[config.mk]
export PLATFORM = sky130hd
export DESIGN_NAME = gpio_top
export DESIGN_NICKNAME = d
export VERILOG_FILES = /design/src/core/gpio_pkg.sv /design/src/core/gpio_port_if.sv /design/src/core/gpio_top.sv /design/src/core/gpio_port.sv
export SDC_FILE = /design/constraint.sdc
export NUM_CORES = 1
export LEC_CHECK = 0
export BUFFER_PORTS_ARGS = -buffer_cell sky130_fd_sc_hd__buf_4
export CELL_PAD_IN_SITES_DETAIL_PLACEMENT = 0
export CELL_PAD_IN_SITES_GLOBAL_PLACEMENT = 2
export CORE_MARGIN = 4
export CORE_UTILIZATION = 35
export CTS_CLUSTER_SIZE = 16
export DETAILED_ROUTE_END_ITERATION = 16
export GPL_TIMING_DRIVEN = 1
export PLACE_DENSITY_LB_ADDON = 0.3
export SLEW_MARGIN = 5
export SYNTH_ARGS = -nofsm -noshare
export SYNTH_HDL_FRONTEND = slang
export SYNTH_SLANG_ARGS = --single-unit
export TNS_END_PERCENT = 30
[constraint.sdc]
create_clock -name clk -period 1.4 [get_ports clk]
set_input_delay 0.14 -clock clk [delete_from_list [all_inputs] [get_ports clk]]
set_output_delay 0.14 -clock clk [all_outputs]
set_load 0.005 [all_outputs]
[src/core/gpio_pkg.sv]
// Purpose: Shared constants for the general-purpose I/O port block
// Assumes: Byte-wide CPU data bus, data-space offsets below
// Notes: Port index 0..3 stands for ports B, C, D and E
package gpio_pkg;
  localparam int NUM_PORTS = 4;
  localparam int PORT_WIDTH = 8;
  localparam int PORT_E_WIDTH = 3;
  localparam int PORT_E_INDEX = 3;
  localparam int RESET_PIN_BIT = 0;
  localparam int PULLUP_OFF_BIT = 4;

  // Short I/O view sits this far below the data-space offset
  localparam logic [7:0] IO_OFFSET_SHIFT = 8'h20;
  localparam logic [7:0] IO_SPACE_MAX = 8'h3F;

  localparam logic [7:0] OFS_PORT_B_PIN_LEVELS = 8'h23;
  localparam logic [7:0] OFS_PORT_B_DIRECTION = 8'h24;
  localparam logic [7:0] OFS_PORT_B_OUTPUT_LATCH = 8'h25;
  localparam logic [7:0] OFS_PORT_C_PIN_LEVELS = 8'h26;
  localparam logic [7:0] OFS_PORT_C_DIRECTION = 8'h27;
  localparam logic [7:0] OFS_PORT_C_OUTPUT_LATCH = 8'h28;
  localparam logic [7:0] OFS_PORT_D_PIN_LEVELS = 8'h29;
  localparam logic [7:0] OFS_PORT_D_DIRECTION = 8'h2A;
  localparam logic [7:0] OFS_PORT_D_OUTPUT_LATCH = 8'h2B;
  localparam logic [7:0] OFS_PORT_E_PIN_LEVELS = 8'h2C;
  localparam logic [7:0] OFS_PORT_E_DIRECTION = 8'h2D;
  localparam logic [7:0] OFS_PORT_E_OUTPUT_LATCH = 8'h2E;
  localparam logic [7:0] OFS_MCU_CTRL = 8'h55;

  localparam logic [7:0] LATCH_RST = 8'h00;
  localparam logic [7:0] DIR_RST = 8'h00;
  localparam logic [7:0] RDATA_RST = 8'h00;

  typedef enum logic [1:0] {
    GPIO_REG_PIN = 2'h0,
    GPIO_REG_DIR = 2'h1,
    GPIO_REG_LATCH = 2'h2
  } gpio_reg_e;

  function automatic logic [7:0] gpio_reg_ofs(input int port, input gpio_reg_e kind);
    logic [7:0] ofs;
    ofs = 8'h00;
    case (port)
      0: ofs = (kind == GPIO_REG_PIN) ? OFS_PORT_B_PIN_LEVELS :
               (kind == GPIO_REG_DIR) ? OFS_PORT_B_DIRECTION : OFS_PORT_B_OUTPUT_LATCH;
      1: ofs = (kind == GPIO_REG_PIN) ? OFS_PORT_C_PIN_LEVELS :
               (kind == GPIO_REG_DIR) ? OFS_PORT_C_DIRECTION : OFS_PORT_C_OUTPUT_LATCH;
      2: ofs = (kind == GPIO_REG_PIN) ? OFS_PORT_D_PIN_LEVELS :
               (kind == GPIO_REG_DIR) ? OFS_PORT_D_DIRECTION : OFS_PORT_D_OUTPUT_LATCH;
      default: ofs = (kind == GPIO_REG_PIN) ? OFS_PORT_E_PIN_LEVELS :
               (kind == GPIO_REG_DIR) ? OFS_PORT_E_DIRECTION : OFS_PORT_E_OUTPUT_LATCH;
    endcase
    return ofs;
  endfunction : gpio_reg_ofs
endpackage : gpio_pkg

[src/core/gpio_port_if.sv]
// Purpose: Register-side link between the decoder and one port
// Assumes: Eight-bit lanes; narrow ports use the low bits
// Notes: Strobes are one-cycle pulses from the decoder
`timescale 1ns/1ns
interface gpio_port_if;
  logic [7:0] wdata;
  logic wr_pin;
  logic wr_dir;
  logic wr_latch;
  logic global_pullup_disable;
  logic [7:0] rsv_mask;
  logic [7:0] pins;
  logic [7:0] dir;
  logic [7:0] latch;

  modport ctrl (
    output wdata, wr_pin, wr_dir, wr_latch, global_pullup_disable, rsv_mask,
    input pins, dir, latch
  );
  modport port (
    input wdata, wr_pin, wr_dir, wr_latch, global_pullup_disable, rsv_mask,
    output pins, dir, latch
  );
endinterface : gpio_port_if

[src/core/gpio_top.sv]
// Purpose: Ports B to E register file with pin toggling and pull-up control
// Assumes: CPU bus gives address, short-I/O flag and one-cycle strobes
// Notes: Read data appears one cycle after the read strobe
// Overview of operation
// - Each port register answers at its data-space offset and, for short I/O, 0x20 lower.
// - A write to a pin-levels register toggles the output latch instead of storing.
// - Every pin has its own direction bit choosing input or output.
// - A direction access by any address view reaches the one real direction register.
// - Output latches and direction registers reset to 0x00, all pins inputs.
// - Port E has pins 2:0 only and its upper bits read as zero.
// - Pin-levels reads return sampled pin levels, not a stored reset constant.
// - With the global pull-up disable set, no port pull-up is enabled.
// - When port E pin 0 is the reset input, its direction, latch and level read zero.
`timescale 1ns/1ns
module gpio_top (
  // Clock and reset
  input wire logic clk,
  input wire logic arst_n,
  // CPU register access
  input wire logic [7:0] bus_addr,
  input wire logic bus_io_space,
  input wire logic bus_wr,
  input wire logic bus_rd,
  input wire logic [7:0] bus_wdata,
  output logic [7:0] bus_rdata,
  // Static configuration
  input wire logic reset_pin_mode,
  // Pins, index 0..3 = ports B..E
  input wire logic [gpio_pkg::NUM_PORTS-1:0][7:0] pin_in,
  output logic [gpio_pkg::NUM_PORTS-1:0][7:0] pin_out,
  output logic [gpio_pkg::NUM_PORTS-1:0][7:0] pin_oe,
  output logic [gpio_pkg::NUM_PORTS-1:0][7:0] pin_pullup
);
  import gpio_pkg::*;

  typedef struct packed {
    logic [7:0] rdata;
    logic global_pullup_disable;
    logic rmode_s1;
    logic rmode_s2;
  } gpio_top_s;

  gpio_top_s st_reg;
  gpio_top_s st_next;
  logic [NUM_PORTS-1:0][7:0] rd_pins;
  logic [NUM_PORTS-1:0][7:0] rd_dir;
  logic [NUM_PORTS-1:0][7:0] rd_latch;
  logic [7:0] ds_addr;

  gpio_port_if pif [NUM_PORTS] ();

  ////////////////////////////////////////////////////////////////////////////
  // both address views
  function automatic logic addr_hit(input logic [7:0] a, input logic io,
                                    input logic [7:0] ofs);
    logic hit;
    hit = io ? (a <= IO_SPACE_MAX && 8'(a + IO_OFFSET_SHIFT) == ofs) : (a == ofs);
    return hit;
  endfunction : addr_hit

  ////////////////////////////////////////////////////////////////////////////
  for (genvar k = 0; k < NUM_PORTS; k++) begin : g_port
    localparam int W = (k == PORT_E_INDEX) ? PORT_E_WIDTH : PORT_WIDTH;
    assign pif[k].wdata = bus_wdata;
    assign pif[k].global_pullup_disable = st_reg.global_pullup_disable;
    assign pif[k].wr_pin = bus_wr && addr_hit(bus_addr, bus_io_space,
                                              gpio_reg_ofs(k, GPIO_REG_PIN));
    assign pif[k].wr_dir = bus_wr && addr_hit(bus_addr, bus_io_space,
                                              gpio_reg_ofs(k, GPIO_REG_DIR));
    assign pif[k].wr_latch = bus_wr && addr_hit(bus_addr, bus_io_space,
                                                gpio_reg_ofs(k, GPIO_REG_LATCH));
    assign pif[k].rsv_mask = (k == PORT_E_INDEX) ?
                             (8'(st_reg.rmode_s2) << RESET_PIN_BIT) : 8'h00;
    assign rd_pins[k] = pif[k].pins;
    assign rd_dir[k] = pif[k].dir;
    assign rd_latch[k] = pif[k].latch;

    // port E is three pins wide
    gpio_port #(.WIDTH(W)) u_port (
      .clk(clk),
      .arst_n(arst_n),
      .bus(pif[k].port),
      .pin_in(pin_in[k]),
      .pin_out(pin_out[k]),
      .pin_oe(pin_oe[k]),
      .pin_pullup(pin_pullup[k])
    );
  end

  ////////////////////////////////////////////////////////////////////////////
  always_comb begin
    st_next = st_reg;
    st_next.rmode_s1 = reset_pin_mode;
    st_next.rmode_s2 = st_reg.rmode_s1;
    if (bus_wr && addr_hit(bus_addr, bus_io_space, OFS_MCU_CTRL)) begin
      st_next.global_pullup_disable = bus_wdata[PULLUP_OFF_BIT];
    end
    if (bus_rd) begin
      // Unmapped addresses read zero
      st_next.rdata = 8'h00;
      if (addr_hit(bus_addr, bus_io_space, OFS_MCU_CTRL)) begin
        st_next.rdata = 8'(st_reg.global_pullup_disable) << PULLUP_OFF_BIT;
      end
      for (int k = 0; k < NUM_PORTS; k++) begin
        if (addr_hit(bus_addr, bus_io_space, gpio_reg_ofs(k, GPIO_REG_PIN))) begin
          st_next.rdata = rd_pins[k];
        end
        if (addr_hit(bus_addr, bus_io_space, gpio_reg_ofs(k, GPIO_REG_DIR))) begin
          st_next.rdata = rd_dir[k];
        end
        if (addr_hit(bus_addr, bus_io_space, gpio_reg_ofs(k, GPIO_REG_LATCH))) begin
          st_next.rdata = rd_latch[k];
        end
      end
    end
  end

  always_ff @(posedge clk or negedge arst_n) begin
    if (!arst_n) begin
      st_reg <= '0;
      st_reg.rdata <= RDATA_RST;
    end else begin
      st_reg <= st_next;
    end
  end

  assign bus_rdata = st_reg.rdata;

  // Checks below that use ds_addr see both address views as one data-space offset
  assign ds_addr = bus_io_space ? 8'(bus_addr + IO_OFFSET_SHIFT) : bus_addr;

  ////////////////////////////////////////////////////////////////////////////
  property p_io_alias;
    @(posedge clk) disable iff (!arst_n)
    (bus_rd && bus_io_space && bus_addr == 8'(OFS_PORT_C_DIRECTION - IO_OFFSET_SHIFT))
    |=> bus_rdata == $past(rd_dir[1]);
  endproperty
  a_io_alias: assert property (p_io_alias) else $error("short I/O alias read wrong");

  property p_dir_views;
    @(posedge clk) disable iff (!arst_n)
    (bus_wr && !bus_io_space && bus_addr == OFS_PORT_D_DIRECTION)
    ##1 (bus_rd && bus_io_space && bus_addr == 8'(OFS_PORT_D_DIRECTION - IO_OFFSET_SHIFT))
    |=> bus_rdata == $past(bus_wdata, 2);
  endproperty
  a_dir_views: assert property (p_dir_views) else $error("direction views disagree");

  property p_port_e_width;
    @(posedge clk) disable iff (!arst_n)
    (bus_rd && ds_addr >= OFS_PORT_E_PIN_LEVELS
     && ds_addr <= OFS_PORT_E_OUTPUT_LATCH) |=> bus_rdata[7:PORT_E_WIDTH] == '0;
  endproperty
  a_port_e_width: assert property (p_port_e_width) else $error("port E upper bits set");

  property p_reset_pin;
    @(posedge clk) disable iff (!arst_n)
    (bus_rd && st_reg.rmode_s2 && ds_addr >= OFS_PORT_E_PIN_LEVELS
     && ds_addr <= OFS_PORT_E_OUTPUT_LATCH) |=> bus_rdata[RESET_PIN_BIT] == 1'b0;
  endproperty
  a_reset_pin: assert property (p_reset_pin) else $error("reset pin bit reads one");

  property p_out_needs_oe;
    @(posedge clk) disable iff (!arst_n)
    (pin_out & ~pin_oe) == '0;
  endproperty
  a_out_needs_oe: assert property (p_out_needs_oe) else $error("pin driven while input");

  property p_pu_input_only;
    @(posedge clk) disable iff (!arst_n)
    (pin_pullup & pin_oe) == '0;
  endproperty
  a_pu_input_only: assert property (p_pu_input_only) else $error("pull-up on output");

  property p_port_e_pins;
    @(posedge clk) disable iff (!arst_n)
    ((pin_out[PORT_E_INDEX] | pin_oe[PORT_E_INDEX] | pin_pullup[PORT_E_INDEX])
     >> PORT_E_WIDTH) == 8'h00;
  endproperty
  a_port_e_pins: assert property (p_port_e_pins) else $error("port E upper pins active");

  property p_reset_pin_out;
    @(posedge clk) disable iff (!arst_n)
    st_reg.rmode_s2 |=> !pin_out[PORT_E_INDEX][RESET_PIN_BIT]
      && !pin_oe[PORT_E_INDEX][RESET_PIN_BIT] && !pin_pullup[PORT_E_INDEX][RESET_PIN_BIT];
  endproperty
  a_reset_pin_out: assert property (p_reset_pin_out) else $error("reset pin driven");

  property p_pu_all_off;
    @(posedge clk) disable iff (!arst_n)
    st_reg.global_pullup_disable |=> pin_pullup == '0;
  endproperty
  a_pu_all_off: assert property (p_pu_all_off) else $error("pull-up not disabled");

  property p_pu_ctrl_write;
    @(posedge clk) disable iff (!arst_n)
    (bus_wr && ds_addr == OFS_MCU_CTRL)
    |=> st_reg.global_pullup_disable == $past(bus_wdata[PULLUP_OFF_BIT]);
  endproperty
  a_pu_ctrl_write: assert property (p_pu_ctrl_write) else $error("control write lost");

  property p_dir_c_write;
    @(posedge clk) disable iff (!arst_n)
    (bus_wr && ds_addr == OFS_PORT_C_DIRECTION) |=> pin_oe[1] == $past(bus_wdata);
  endproperty
  a_dir_c_write: assert property (p_dir_c_write) else $error("enable not from direction");

  property p_latch_d_write;
    @(posedge clk) disable iff (!arst_n)
    (bus_wr && ds_addr == OFS_PORT_D_OUTPUT_LATCH)
    |=> pin_out[2] == ($past(bus_wdata) & pin_oe[2]);
  endproperty
  a_latch_d_write: assert property (p_latch_d_write) else $error("output not from latch");

  property p_toggle_b;
    @(posedge clk) disable iff (!arst_n)
    (bus_wr && ds_addr == OFS_PORT_B_PIN_LEVELS)
    |=> (pin_out[0] ^ $past(pin_out[0])) == ($past(bus_wdata) & pin_oe[0]);
  endproperty
  a_toggle_b: assert property (p_toggle_b) else $error("pin write did not toggle");

  property p_pin_read_d;
    @(posedge clk) disable iff (!arst_n)
    (bus_rd && ds_addr == OFS_PORT_D_PIN_LEVELS) |=> bus_rdata == $past(pin_in[2], 3);
  endproperty
  a_pin_read_d: assert property (p_pin_read_d) else $error("pin level read wrong");
endmodule : gpio_top

[src/core/gpio_port.sv]
// Purpose: One I/O port: output latch, direction bits, pin sampling
// Assumes: Pins are asynchronous to clk
// Notes: Pin, enable and pull-up outputs are registered
`timescale 1ns/1ns
module gpio_port #(
  parameter int WIDTH = 8
) (
  // Clock and reset
  input wire logic clk,
  input wire logic arst_n,
  // Register side
  gpio_port_if.port bus,
  // Pins
  input wire logic [7:0] pin_in,
  output logic [7:0] pin_out,
  output logic [7:0] pin_oe,
  output logic [7:0] pin_pullup
);
  import gpio_pkg::*;

  if (WIDTH < 1 || WIDTH > PORT_WIDTH) begin : g_bad_width
    $error("gpio_port WIDTH out of range");
  end

  typedef struct packed {
    logic [WIDTH-1:0] sync1;
    logic [WIDTH-1:0] sync2;
    logic [WIDTH-1:0] latch;
    logic [WIDTH-1:0] dir;
    logic [WIDTH-1:0] out;
    logic [WIDTH-1:0] oe;
    logic [WIDTH-1:0] pu;
  } gpio_port_s;

  gpio_port_s st_reg;
  gpio_port_s st_next;
  logic [WIDTH-1:0] mask_w;

  assign mask_w = bus.rsv_mask[WIDTH-1:0];

  ////////////////////////////////////////////////////////////////////////////
  always_comb begin
    st_next = st_reg;
    st_next.sync1 = pin_in[WIDTH-1:0];
    st_next.sync2 = st_reg.sync1;
    if (bus.wr_dir) begin
      st_next.dir = bus.wdata[WIDTH-1:0];
    end
    if (bus.wr_latch) begin
      st_next.latch = bus.wdata[WIDTH-1:0];
    end
    if (bus.wr_pin) begin
      st_next.latch = st_reg.latch ^ bus.wdata[WIDTH-1:0];
    end
    st_next.oe = st_next.dir & ~mask_w;
    st_next.out = st_next.latch & ~mask_w & st_next.dir;
    st_next.pu = ~st_next.dir & st_next.latch & ~mask_w & {WIDTH{~bus.global_pullup_disable}};
  end

  always_ff @(posedge clk or negedge arst_n) begin
    if (!arst_n) begin
      st_reg <= '0;
      st_reg.latch <= LATCH_RST[WIDTH-1:0];
      st_reg.dir <= DIR_RST[WIDTH-1:0];
    end else begin
      st_reg <= st_next;
    end
  end

  ////////////////////////////////////////////////////////////////////////////
  // Unused upper lanes read and drive zero
  assign bus.pins = 8'(st_reg.sync2 & ~mask_w);
  assign bus.dir = 8'(st_reg.dir & ~mask_w);
  assign bus.latch = 8'(st_reg.latch & ~mask_w);
  assign pin_out = 8'(st_reg.out);
  assign pin_oe = 8'(st_reg.oe);
  assign pin_pullup = 8'(st_reg.pu);

  ////////////////////////////////////////////////////////////////////////////
  logic any_write_reg;
  always_ff @(posedge clk or negedge arst_n) begin
    if (!arst_n) begin
      any_write_reg <= 1'b0;
    end else if (bus.wr_pin || bus.wr_dir || bus.wr_latch) begin
      any_write_reg <= 1'b1;
    end
  end

  property p_toggle;
    @(posedge clk) disable iff (!arst_n)
    bus.wr_pin |=> st_reg.latch == ($past(st_reg.latch) ^ $past(bus.wdata[WIDTH-1:0]));
  endproperty
  a_toggle: assert property (p_toggle) else $error("pin write did not toggle latch");

  property p_dir;
    @(posedge clk) disable iff (!arst_n)
    bus.wr_dir |=> ##1 pin_oe[WIDTH-1:0] == ($past(bus.wdata[WIDTH-1:0], 2) & ~$past(mask_w));
  endproperty
  a_dir: assert property (p_dir) else $error("direction write not seen on enable");

  property p_pullup_off;
    @(posedge clk) disable iff (!arst_n)
    bus.global_pullup_disable |=> pin_pullup == 8'h00;
  endproperty
  a_pullup_off: assert property (p_pullup_off) else $error("pull-up active while disabled");

  property p_sample;
    @(posedge clk) disable iff (!arst_n)
    ##2 1'b1 |-> bus.pins[WIDTH-1:0] == ($past(pin_in[WIDTH-1:0], 2) & ~mask_w);
  endproperty
  a_sample: assert property (p_sample) else $error("pin levels not two-stage sampled");

  property p_reset_val;
    @(posedge clk) disable iff (!arst_n)
    !any_write_reg |-> (st_reg.latch == '0 && st_reg.dir == '0 && pin_oe == 8'h00);
  endproperty
  a_reset_val: assert property (p_reset_val) else $error("latch or direction not zero");
endmodule : gpio_port

# --- After elaboration in Yosys (flattened, before gate mapping) ---
# Index checks and enable logic that the tools add are counted.
# Widths: inputs -> output; s select.
totals:
  regBits: 176
  out_inout_bits: 104
op_classes:
  add_sub_neg: 1
  n_lt_le_gt_ge: 1
  n_eq_ne: 50
  muxes: 62
  n_bitwise: 29
  n_reduce_logical: 38
ops:
  columns: ["operator", "count"]
  rows:
  - ["$mux 8", 33]
  - ["$eq 8x6->1 const B", 24]
  - ["$eq 8x8->1", 24]
  - ["$and 8x8->8", 9]
  - ["$logic_and 1x1->1", 38]
  - ["$mux 1", 25]
  - ["$and 3x8->8", 3]
  - ["$not 8->8", 3]
  - ["$xor 8x8->8", 3]
  - ["$and 3x3->3", 6]
  - ["$eq 8x7->1 const B", 2]
  - ["$mux 3", 3]
  - ["$add 8x6->8 const B", 1]
  - ["$le 8x6->1 const B", 1]
  - ["$not 1->8", 1]
  - ["$mux 5", 1]
  - ["$not 1->3", 1]
  - ["$not 3->3", 1]
  - ["$xor 3x3->3", 1]
  - ["$not 1->1", 1]

# --- Longest topological paths before layout ---
# Gate-level depths: netlist (run 1).
depth:
  depth_word: 17
  depth_mapped: 8
  depth_no_buf: 7

# --- Hierarchy ---
# A second synthesis (run 1) with hierarchy kept.
unflattened:
  cells_unflattened: 903
  hier_area_um2: 9609.2
modules_own_cells:
  columns: ["mod", "n_inst", "cells_each", "area_each_um2", "seq_area_each_um2"]
  rows:
  - ["gpio_port at g_port[1].u_port ...", 2, 188, 2259.7, 1401.3]
  - ["gpio_port at g_port[0].u_port", 1, 188, 2260.9, 1401.3]
  - ["gpio_top", 1, 239, 1730.4, 275.3]
  - ["gpio_port at g_port[3].u_port", 1, 100, 1098.6, 525.5]

# --- Least setup slack after synthesis (run 1) ---
# No wires, ideal clock.
synth_timing:
  kind: "input-to-reg"
  start: "in bus_addr[5]"
  end: "reg g_port[2].u_port.st_reg (netlist bit g_port[2].u_port.pin_out[1])"
  t_arrival_ps: 2116
  t_required_ps: 1270
  path_slack_ps: -846
  path_stages: 7
  cell_sequence: "ha_1 > nor4b_4 > o21ai_2 > or4_1 > buf_4 > mux2_4 > nor2b_1"
synth_lines:
  columns: ["item", "line_no", "rtl"]
  rows:
  - ["start: declaration", "gpio_top.sv:20", "input wire logic [7:0] bus_addr,"]
  - ["end signal: assignment", "gpio_port.sv:66", "st_reg <= st_next;"]
  - ["end: declaration", "gpio_port.sv:35", "gpio_port_s st_reg;"]

==> results of run 1 <==
metrics by stage:
step	power, mW	hold slack, ns	TNS (ns)	instance area, µm²
after floorplan	6.10	-0.156	-57.92	7620
after global placement	6.91	0.0658	-84.54	9580
after detailed placement	6.94	0.0682	-86.74	9580
after CTS	11.7	0.0230	-25.93	10800
after global routing	12.2	0.0391	-35.62	11200
final	11.7	0.0347	-30.87	11200
timing repair:
| action | CTS | global route |
|---|---|---|
| setup buffers | 6 | 3 |
| setup endpoints to repair | 117 | 118 |
| hold endpoints to repair | 202 | 0 |
| gates resized for setup | 75 | 64 |
| pin swaps | 21 | 27 |
| hold buffers | 29 | 0 |
| cloned | 0 | 0 |
area by class of cell:
| type | count | area (µm²) | area share (%) |
|---|---|---|---|
| clock inverters | 14 | 133 | 1.19 |
| well taps | 275 | 344 | 3.08 |
| multi-input cells | 407 | 3380 | 30.2 |
| clock buffers | 18 | 439 | 3.93 |
| repair buffers | 293 | 2410 | 21.5 |
| flip-flops and latches | 174 | 4350 | 38.9 |
| inverters | 33 | 124 | 1.11 |
worst max-delay path: cells and delay by family:
| family | cells | cell delay, ns |
|---|---|---|
| buf+inv | 2 | 0.27 |
| simple gates | 2 | 0.89 |
| fa+ha+maj | 1 | 0.24 |
| compound gates | 3 | 0.60 |
power groups by stage:
| stage | clock [mW] | sequential (mW) | combinational [mW] |
|---|---|---|---|
| after floorplan | 0 | 5.48 | 0.620 |
| after global placement | 0 | 5.52 | 1.39 |
| after detailed placement | 0 | 5.52 | 1.42 |
| after CTS | 4.74 | 5.43 | 1.57 |
| after global routing | 4.95 | 5.45 | 1.78 |
| final | 4.63 | 5.43 | 1.64 |
metal layers:
metal  share of wire (%)  GRT usage, %  routed length [µm]
met3                 4.1          3.44                1010
met2                  49          33.9               12100
met1                  46          28.0               11200
met4                 1.1          5.72                 281
met5                   0             0                   0
kinds of logic (layout without fill, tap and decap cells):
group                      count (synthesis)  in the layout  share of synthesized area, %
buffers and inverters                     95            358                          6.08
muxes                                     44             44                          6.93
and+or+nand+nor                          205            205                          15.3
AOI/OAI and AO/OA                        134            134                          12.6
xor gates and xnor gates                   8              8                         0.933
adders and majority gates                  1              1                         0.167
other                                      1             15                        0.0500
DFF                                      174            174                          58.0
worst paths after layout:
kind	slack, ns	endpoint	startpoint	cells past startpoint
max	-0.43	g_port[0].u_port.pin_pullup[1]$_DFF_PN0_	bus_addr[6]	8
min	0.03	bus_rdata[7]$_DFFE_PN0P_	bus_rd	2
max reg2reg	-0.10	bus_rdata[5]$_DFFE_PN0P_	g_port[1].u_port.st_reg[37]$_DFF_PN0_	5
min reg2reg	0.35	g_port[2].u_port.st_reg[44]$_DFF_PN0_	g_port[2].u_port.st_next[44]$_DFF_PN0_	0
max in group asynchronous	0.64	g_port[1].u_port.st_reg[36]$_DFF_PN0_	arst_n	3
min in group asynchronous	0.18	g_port[0].u_port.st_reg[34]$_DFF_PN0_	arst_n	2
synth_stat cells, drive strengths merged (6+ instances only):
cell type	count	share of area (%)
dfrtp	174	58
nand2	52	2.6
nor2	38	1.9
o21ai	34	2.4
clkbuf	33	1.7
inv	33	1.7
buf	29	2.8
mux2	26	4.2
nor2b	25	2.1
nor3	25	2.3
nand2b	20	1.7
mux2i	16	2.1
a21oi	15	1.0
a31oi	13	1.1
o22ai	13	1.1
nor4	10	0.92
xnor2	8	0.93
a2111oi	7	1.1
a22oi	6	0.60
a41oi	6	0.70
o32a	6	0.80
==> flow_summary.toml, run 1 <==
[cells_and_area]
layout_commonest_cell = "buf_4"
areaGrowthSynthToFinish_pct = 48.9
diodes = 0
drive_gt1_share_pct = 45.9
final_cell_mix = "buf_4, dfrtp_1, nand2_1, inv_1, nor2_1"
largest_reg_flops = 81
postLayoutCoreUtil_pct = 53.0
finalNonFillerCells = 1214
num-fill-cells = 1845
final_nets = 981

[synth]
ys.flop_type = "dfrtp_1"
synth-async-reset-ratio_pct = 100
ys_seq_area_share_pct = 58.0
syn_area_um2 = 7510
ys_warn_count = 0
yosys.cell_types.count = 66
synth_edf_count = 0
avgSynthCellArea_um2 = 11.3
netlist_instances = 662
synth-seq-cells = 174

[power]
p_int_mw = 8.60
p_comb_share_pct = 14.0
irDropWorstVdd_v = 0.000649
sw_frac_of_total_pct = 26.5
cellLeakagePower_nw = 5.26
netSwitchingPower_mw = 3.10
seqPwrFrac_pct = 46.4
pwr_density_cell_nw_per_um2 = 1050
p_clk_share_pct = 39.6

[global_route]
grt-ovfl-total = 0
grt_max_degree = 49
grt.total_usage_pct = 20.5
antenna_found_initial = 0
grt_pass1_vias = 6466
grt_pass1_wl_um = 37200

[timing]
fin_ws_ns = -0.429
grt_setup_unrepaired = "true"
slew_viol_final = 0
period_minus_slack_ns = 1.83
fin_skew_ns = 0.0101
relSlewSlack_pct = 60.2
maxClockFrequency_ghz = 0.547
tightest_slew_ns = 0.598
hold_viol = 0
finalCritPeriodShare_pct = 131
setup_viol = 116

[routing]
antenna_left = 0
drc = 0
routedWlPerCell_um = 20.2
drt-initial-drc-count = 436
viasPerCell = 5.06
num_vias = 6148
dr.pass1.iters = 4
totalWireLength_um = 24600

[outcome]
violations = "setup timing"
status = "finished, violations left"

[clock_tree]
cts_tree = "yes"
numClockSinks = 174
ctsLongestPathBuffers = 2
path_clk_slew_ns = 0.07
htreeDepth = 4
clock_latency_ns = 0.43
root_buffer = "clkbuf_16"
cts_made_buffers = 17

[floorplan]
die_y_um = 154
io_pins = 158
core_area_um2 = 21100
die_area_um2 = 23900
num_rows = 53
dieWidth_um = 154
initial_core_util_pct = 35.6

[worst_setup_path]
crit_path_end_kind = "flop"
path_cells = "buf_6 -> ha_4 -> or4b_4 -> a211o_4 -> o21ai_4 -> buf_12 -> a31oi_2 -> nor4_2"
worstPathMaxFanout = 8
cp-start-kind = "primary input"
cp_data_arrival_time_ns = 2.15
required_ns = 1.73
worstSetupPathType = "primary input to flop"
cp_slowest_stage_delay_ns = 0.63
cp_slowest_cell = "or4b_4"

[place]
port_buffers = 137
place_ws_ns = -1.29
dp.cells = 1144
dpl.hpwl_um = 18100
gp_congestion = 0.887

[job]
maxCapViolations = 0

[hold_path]
hold_class = "primary input to flop"
Note: power is estimated with default switching activity, not from simulation.
==> run 2, diff against run 1 <==
Settings changed: BUFFER_PORTS_ARGS -buffer_cell sky130_fd_sc_hd__buf_4 to unset, CORE_UTILIZATION 35 to 41, DONT_BUFFER_PORTS set to 1.
==> run 2 against run 1 <==
- the flow finishes with violations (hold timing, setup timing)
- via count fell by 10%
- maximum frequency rose by 8.8%
- global-route usage rose by 2.2 points
- die area fell by 14%
- first-iteration DRC count rose by 0.92%
- sequential share of layout area rose by 6.4 points
- combinational power fell by 40%
- clock power fell by 4.8%
- flip-flop and latch count did not move
- register-to-register slack barely moved
- worst hold slack got worse by 0.62 ns
- cell count fell by 18%
- critical path type unchanged
- highest routed layer unchanged
==> flow_summary.toml, run 2 (synthesis gave the netlist of run 1 again) <==
[global_route]
antenna_found_initial = 0
grt_max_degree = 175
grt.total_usage_pct = 22.7
grt_pass1_wl_um = 34300
grt_pass1_vias = 5564
grtUsageMet1_pct = 30.0
met3_usage_pct = 7.29
grt-busiest-layer = "met2"
grt-ovfl-total = 0
grt_use_met2_pct = 36.5

[worst_setup_path]
worst-path-stages = 7
worstPathMaxFanout = 8
crit_path_end_kind = "flop"
rrSetupSlack_ns = -0.10
path_cells = "ha_4 -> or4b_4 -> a2111oi_4 -> buf_6 -> o22ai_4 -> a41oi_2 -> nor2b_1"
cp-start-kind = "primary input"
crit_path_start = "bus_addr[5]"
rr_startpoint = "g_port[1].u_port.st_reg[37]$_DFF_PN0_"
cp_slowest_stage_delay_ns = 0.62
critPathBufInv = 1
required_ns = 1.71
cp_slowest_cell = "or4b_4"
r2r_cells = 4
critPathTopFamily = "simple AND/OR/NAND/NOR gates"
worstReg2RegEnd = "bus_rdata[5]$_DFFE_PN0P_"
worstSetupPathType = "primary input to flop"
cp_data_arrival_time_ns = 1.99
setup.worst_path.end = "g_port[1].u_port.pin_out[4]$_DFF_PN0_"

[outcome]
status = "finished, violations left"
violations = "hold timing, setup timing"

[power]
irDropWorstVdd_v = 0.000934
pwr_density_cell_nw_per_um2 = 1130
cellLeakagePower_nw = 4.34

[routing]
num_vias = 5515
viasPerCell = 5.57
drc = 0
routedWlPerCell_um = 23.1
drt-initial-drc-count = 440
antenna_left = 0
totalWireLength_um = 22900
dr.pass1.iters = 5

[clock_tree]
clock_latency_ns = 0.42
cts_made_buffers = 17
root_buffer = "clkbuf_16"
ctsLongestPathBuffers = 2
htreeDepth = 4
path_clk_slew_ns = 0.07
cts_tree = "yes"
numClockSinks = 174

[timing]
maxClockFrequency_ghz = 0.595
hold_viol = 203
finalHoldWorstSlack_ns = -0.585
setup_viol = 97
fin_skew_ns = 0.0103
relSlewSlack_pct = 59.1
slew_viol_final = 0
grt_setup_unrepaired = "true"
tightest_slew_ns = 0.612
fin_ws_ns = -0.282
period_minus_slack_ns = 1.68
tns_ns = -15.93
finalCritPeriodShare_pct = 120

[cells_and_area]
final_area_um2 = 9600
drive_gt1_share_pct = 28.5
areaGrowthSynthToFinish_pct = 27.9
diodes = 0
final_nets = 805
layout_commonest_cell = "dfrtp_1"
largest_reg_flops = 81
postLayoutCoreUtil_pct = 53.4
finalNonFillerCells = 990
num-fill-cells = 1609
final_cell_mix = "dfrtp_1, buf_4, nand2_1, dlygate4sd3_1, nor2_1"

[job]
maxCapViolations = 0

[floorplan]
num_rows = 49
dieWidth_um = 143
io_pins = 158
core_area_um2 = 18000
die_y_um = 143
die_area_um2 = 20500
initial_core_util_pct = 41.8

[place]
dpl.hpwl_um = 15000
port_buffers = 0
placed_area_um2 = 8160
dp.cells = 918
gp_congestion = 0.882

[hold_path]
hold_class = "primary input to async pin"
-- run 2: changes by cell type in the layout (fill, tap and decap cells not counted), moves of 4 or more --
cell and delta:
buf_4 -175, dlygate4sd3_1 +9, a31oi_1 +7, buf_6 -7, nor4_1 +5, a31oi_2 -4, clkbuf_8 +4, nor2_1 +4
nor2_2 -4, nor4_2 -4, o21ai_2 -4
-- run 2: report_power, final --
group | switching [mW] | total [mW] | internal [mW] | leakage [nW]
registers | 0.167 | 5.45 | 5.28 | 2.26
clock network | 1.91 | 4.41 | 2.50 | 0.268
logic | 0.507 | 0.989 | 0.482 | 1.81
total | 2.58 | 10.9 | 8.27 | 4.34
-- run 2: final cells by class --
| class | instances | area, µm² | share of cell area [%] |
|---|---|---|---|
| Inverter | 33 | 124 | 1.29 |
| Tap cell | 229 | 287 | 2.98 |
| Timing Repair Buffer | 117 | 1040 | 10.9 |
| Multi-Input combinational cell | 407 | 3240 | 33.7 |
| Sequential cell | 174 | 4350 | 45.4 |
| Clock buffer | 23 | 498 | 5.19 |
| Clock inverter | 7 | 55.1 | 0.573 |
-- run 2: worst min path at each step --
stage,endpoint,cells after the start,slack [ns],startpoint
finish,g_port[3].u_port.pin_out[1]$_DFF_PN0_,0,-0.58,arst_n
global route,g_port[3].u_port.pin_out[2]$_DFF_PN0_,0,-0.62,arst_n
CTS,g_port[0].u_port.pin_out[2]$_DFF_PN0_,0,-0.60,arst_n
detailed placement,g_port[3].u_port.pin_out[1]$_DFF_PN0_,0,-0.15,arst_n
global placement,g_port[3].u_port.st_reg[15]$_DFF_PN0_,0,-0.15,arst_n
floorplan,bus_rdata[0]$_DFFE_PN0P_,0,-0.16,arst_n
-- run 2: per-layer routing --
layer	vias up	routed length (µm)	share of wire, %
li1	2481	-	-
met4	0	325	1.4
met1	2803	9680	42
met2	211	11100	49
met3	20	1770	7.7
met5	-	0	0
-- run 2: per-stage QoR --
stage / total power [mW] / hold WS, ns / setup WS (ns)
after floorplan: 6.10 / -0.156 / -0.708
after global placement: 6.27 / -0.149 / -0.742
after global routing: 11.3 / -0.618 / -0.324
final: 10.9 / -0.585 / -0.282
after detailed placement: 6.29 / -0.147 / -0.767
after CTS: 10.9 / -0.604 / -0.269
-- run 2: repair_timing --
| action | in CTS | in global routing |
|---|---|---|
| buffers inserted | 4 | 2 |
| hold buffers | 37 | 1 |
| pin swaps | 14 | 19 |
| hold endpoints to repair | 292 | 204 |
| resized for setup | 40 | 60 |
| setup endpoints to repair | 109 | 110 |
==> run 3, diff against run 2 <==
Settings changed: ABC_AREA set to 1, CORE_UTILIZATION 41 to 39, REMOVE_ABC_BUFFERS set to 1.
==> run 3 against run 2 <==
- the flow still finishes with violations (hold timing, setup timing)
- count of clock-buffer cells in the layout fell by 6
- cell count rose by 11%
- non-clock buffer count fell by 1
- cell area fell by 3.1%
- critical path type unchanged
- largest power group unchanged
- highest routed layer unchanged
==> flow_summary.toml, run 3 <==
[timing]
maxClockFrequency_ghz = 0.709
fin_skew_ns = 0.00655
period_minus_slack_ns = 1.41
finalHoldWorstSlack_ns = -0.595
grt_setup_unrepaired = "true"
setup_viol = 2
slew_viol_final = 0
finalCritPeriodShare_pct = 101
fin_ws_ns = -0.0113
tns_ns = -0.0207
hold_viol = 174

[place]
port_buffers = 0
dpl.hpwl_um = 13500
gp_congestion = 0.819

[cells_and_area]
postLayoutCoreUtil_pct = 51.4
final_nets = 914
final_cell_mix = "dfrtp_1, nand2_1, inv_1, buf_4, nor2_1"
layout_commonest_cell = "dfrtp_1"
largest_reg_flops = 81
drive_gt1_share_pct = 27.2
diodes = 0
num-fill-cells = 1667
areaGrowthSynthToFinish_pct = 28.6

[hold_path]
hold_class = "primary input to async pin"

[synth]
syn_area_um2 = 7230
ys_seq_area_share_pct = 60.2
yosys.cell_types.count = 38
synth_edf_count = 0
netlist_instances = 742
yosys-top-cells-count = "dfrtp_1, nand2_1, inv_1"
ys.flop_type = "dfrtp_1"
synth_top_cell_area_share_pct = 60.2
synth-seq-cells = 174
avgSynthCellArea_um2 = 9.75
synth_area_leaders = "dfrtp_1, nand2_1, inv_1"
yosysMostFrequentCell = "dfrtp_1"
ys_warn_count = 0
synth-async-reset-ratio_pct = 100
post-synth-top-area-cell = "dfrtp_1"

[global_route]
grt_use_met2_pct = 31.6
grt.total_usage_pct = 18.9
grt_pass1_vias = 5445
antenna_found_initial = 0
grt_pass1_wl_um = 29500
grt_max_degree = 175
grt-busiest-layer = "met2"
grt-ovfl-total = 0
grtUsageMet1_pct = 23.1
met3_usage_pct = 6.98

[floorplan]
die_y_um = 144
initial_core_util_pct = 40.0
die_area_um2 = 20800
dieWidth_um = 144
num_rows = 49
core_area_um2 = 18100
io_pins = 158

[worst_setup_path]
required_ns = 1.75
worstPathMaxFanout = 6
cp_data_arrival_time_ns = 1.76
critPathTopFamily = "simple AND/OR/NAND/NOR gates"
cp_slowest_stage_delay_ns = 0.23
cp_common_cell = "nor2_4"
critPathBufInv = 3
worstSetupPathType = "primary input to flop"
cp-start-kind = "primary input"
r2r_cells = 9
crit_path_end_kind = "flop"
worst-path-stages = 13
path_cells = "ha_4 -> nor2_4 -> nand2_2 -> nand2_4 -> buf_4 -> nand3_4 -> nor2_4 -> inv_2 -> nor3_4 -> nand2_1 -> xor2_2 -> inv_1 -> nor3_1"
cp_slowest_cell = "ha_4"

[routing]
dr.pass1.iters = 4
num_vias = 5140
totalWireLength_um = 19100
antenna_left = 0
viasPerCell = 4.67
routedWlPerCell_um = 17.3
drt-initial-drc-count = 212
drc = 0

[power]
irDropWorstVdd_v = 0.000899
power_mw = 13.1
cellLeakagePower_nw = 4.59
pwr_density_cell_nw_per_um2 = 1410

[job]
maxCapViolations = 0

[clock_tree]
ctsLongestPathBuffers = 2
cts_tree = "yes"
numClockSinks = 174
clock_latency_ns = 0.43
root_buffer = "clkbuf_16"
htreeDepth = 4
path_clk_slew_ns = 0.07
cts_made_buffers = 17

[outcome]
violations = "hold timing, setup timing"
status = "finished, violations left"
[run 3: cell count changes after synthesis, moves of 22 or more]
cell      change
nor2b_1      -25
nor2_1       +36
inv_1        +63
clkbuf_1     -30
nand3_1      +22
nand2_1     +112
[run 3: path summary, 6_finish.rpt]
path / start / to / slack [ns]
setup / recovery: bus_addr[5] / g_port[3].u_port.pin_pullup[2]$_DFF_PN0_ / -0.01
hold / removal: arst_n / g_port[0].u_port.st_reg[26]$_DFF_PN0_ / -0.59
setup reg to reg: g_port[0].u_port.st_reg[32]$_DFF_PN0_ / bus_rdata[0]$_DFFE_PN0P_ / 0.11
hold reg to reg: st_next[0]$_DFF_PN0_ / pif[3].rsv_mask[0]$_DFF_PN0_ / 0.34
max in group asynchronous: arst_n / g_port[1].u_port.pin_out[4]$_DFF_PN0_ / 1.81
min in group clk: bus_wdata[6] / g_port[2].u_port.st_reg[30]$_DFF_PN0_ / 0.03
[run 3: layout make-up]
type                       count  area (µm²)  area share, %
clock buffer                  17         425           4.57
clock inverter                15         185           1.99
inverter                     116         442           4.75
multi-input combinational    434        2600           28.0
sequential                   174        4350           46.8
tap                          229         287           3.08
timing repair buffer         116        1000           10.8
[run 3: cell families (layout without fill, tap and decap cells)]
| family | count (synthesis) | in the layout | share of synthesized area, % |
|---|---|---|---|
| AOI/OAI and AO/OA | 56 | 56 | 4.81 |
| xor gates and xnor gates | 27 | 27 | 3.27 |
| DFF | 174 | 174 | 60.2 |
| buffers and inverters | 148 | 264 | 9.34 |
| other | 1 | 15 | 0.0519 |
| adders and majority gates | 1 | 1 | 0.173 |
| and+or+nand+nor | 335 | 335 | 22.1 |
[run 3: per-stage QoR]
step                      instances  cell area (µm²)  hold slack (ns)  setup WS (ns)
after floorplan                 724             7040           -0.156         -0.447
after detailed placement       1020             7830           -0.151         -0.650
after global placement         1020             7830           -0.151         -0.601
after global routing           1101             9300           -0.626         -0.110
after CTS                      1095             8950           -0.617        0.00515
final                          1101             9300           -0.595        -0.0113
[run 3: timing repair]
item	4_1_cts	5_1_grt
hold buffers	39	3
setup buffers	4	3
resized for setup	14	69
pin swaps	9	20
endpoints found under the setup margin	74	80
endpoints found under the hold margin	271	185
[run 3: power by group]
| part | total, mW | internal [mW] | switching [mW] |
|---|---|---|---|
| registers | 6.25 | 5.77 | 0.476 |
| clock network | 4.91 | 2.84 | 2.07 |
| logic | 1.94 | 0.799 | 1.14 |
[run 3: per-layer routing]
metal  vias up  routed length [µm]
li1       2468                   -
met1      2487                8000
met2       164                9350
met3        21                1420
met4         0                 286
met5         -                   0
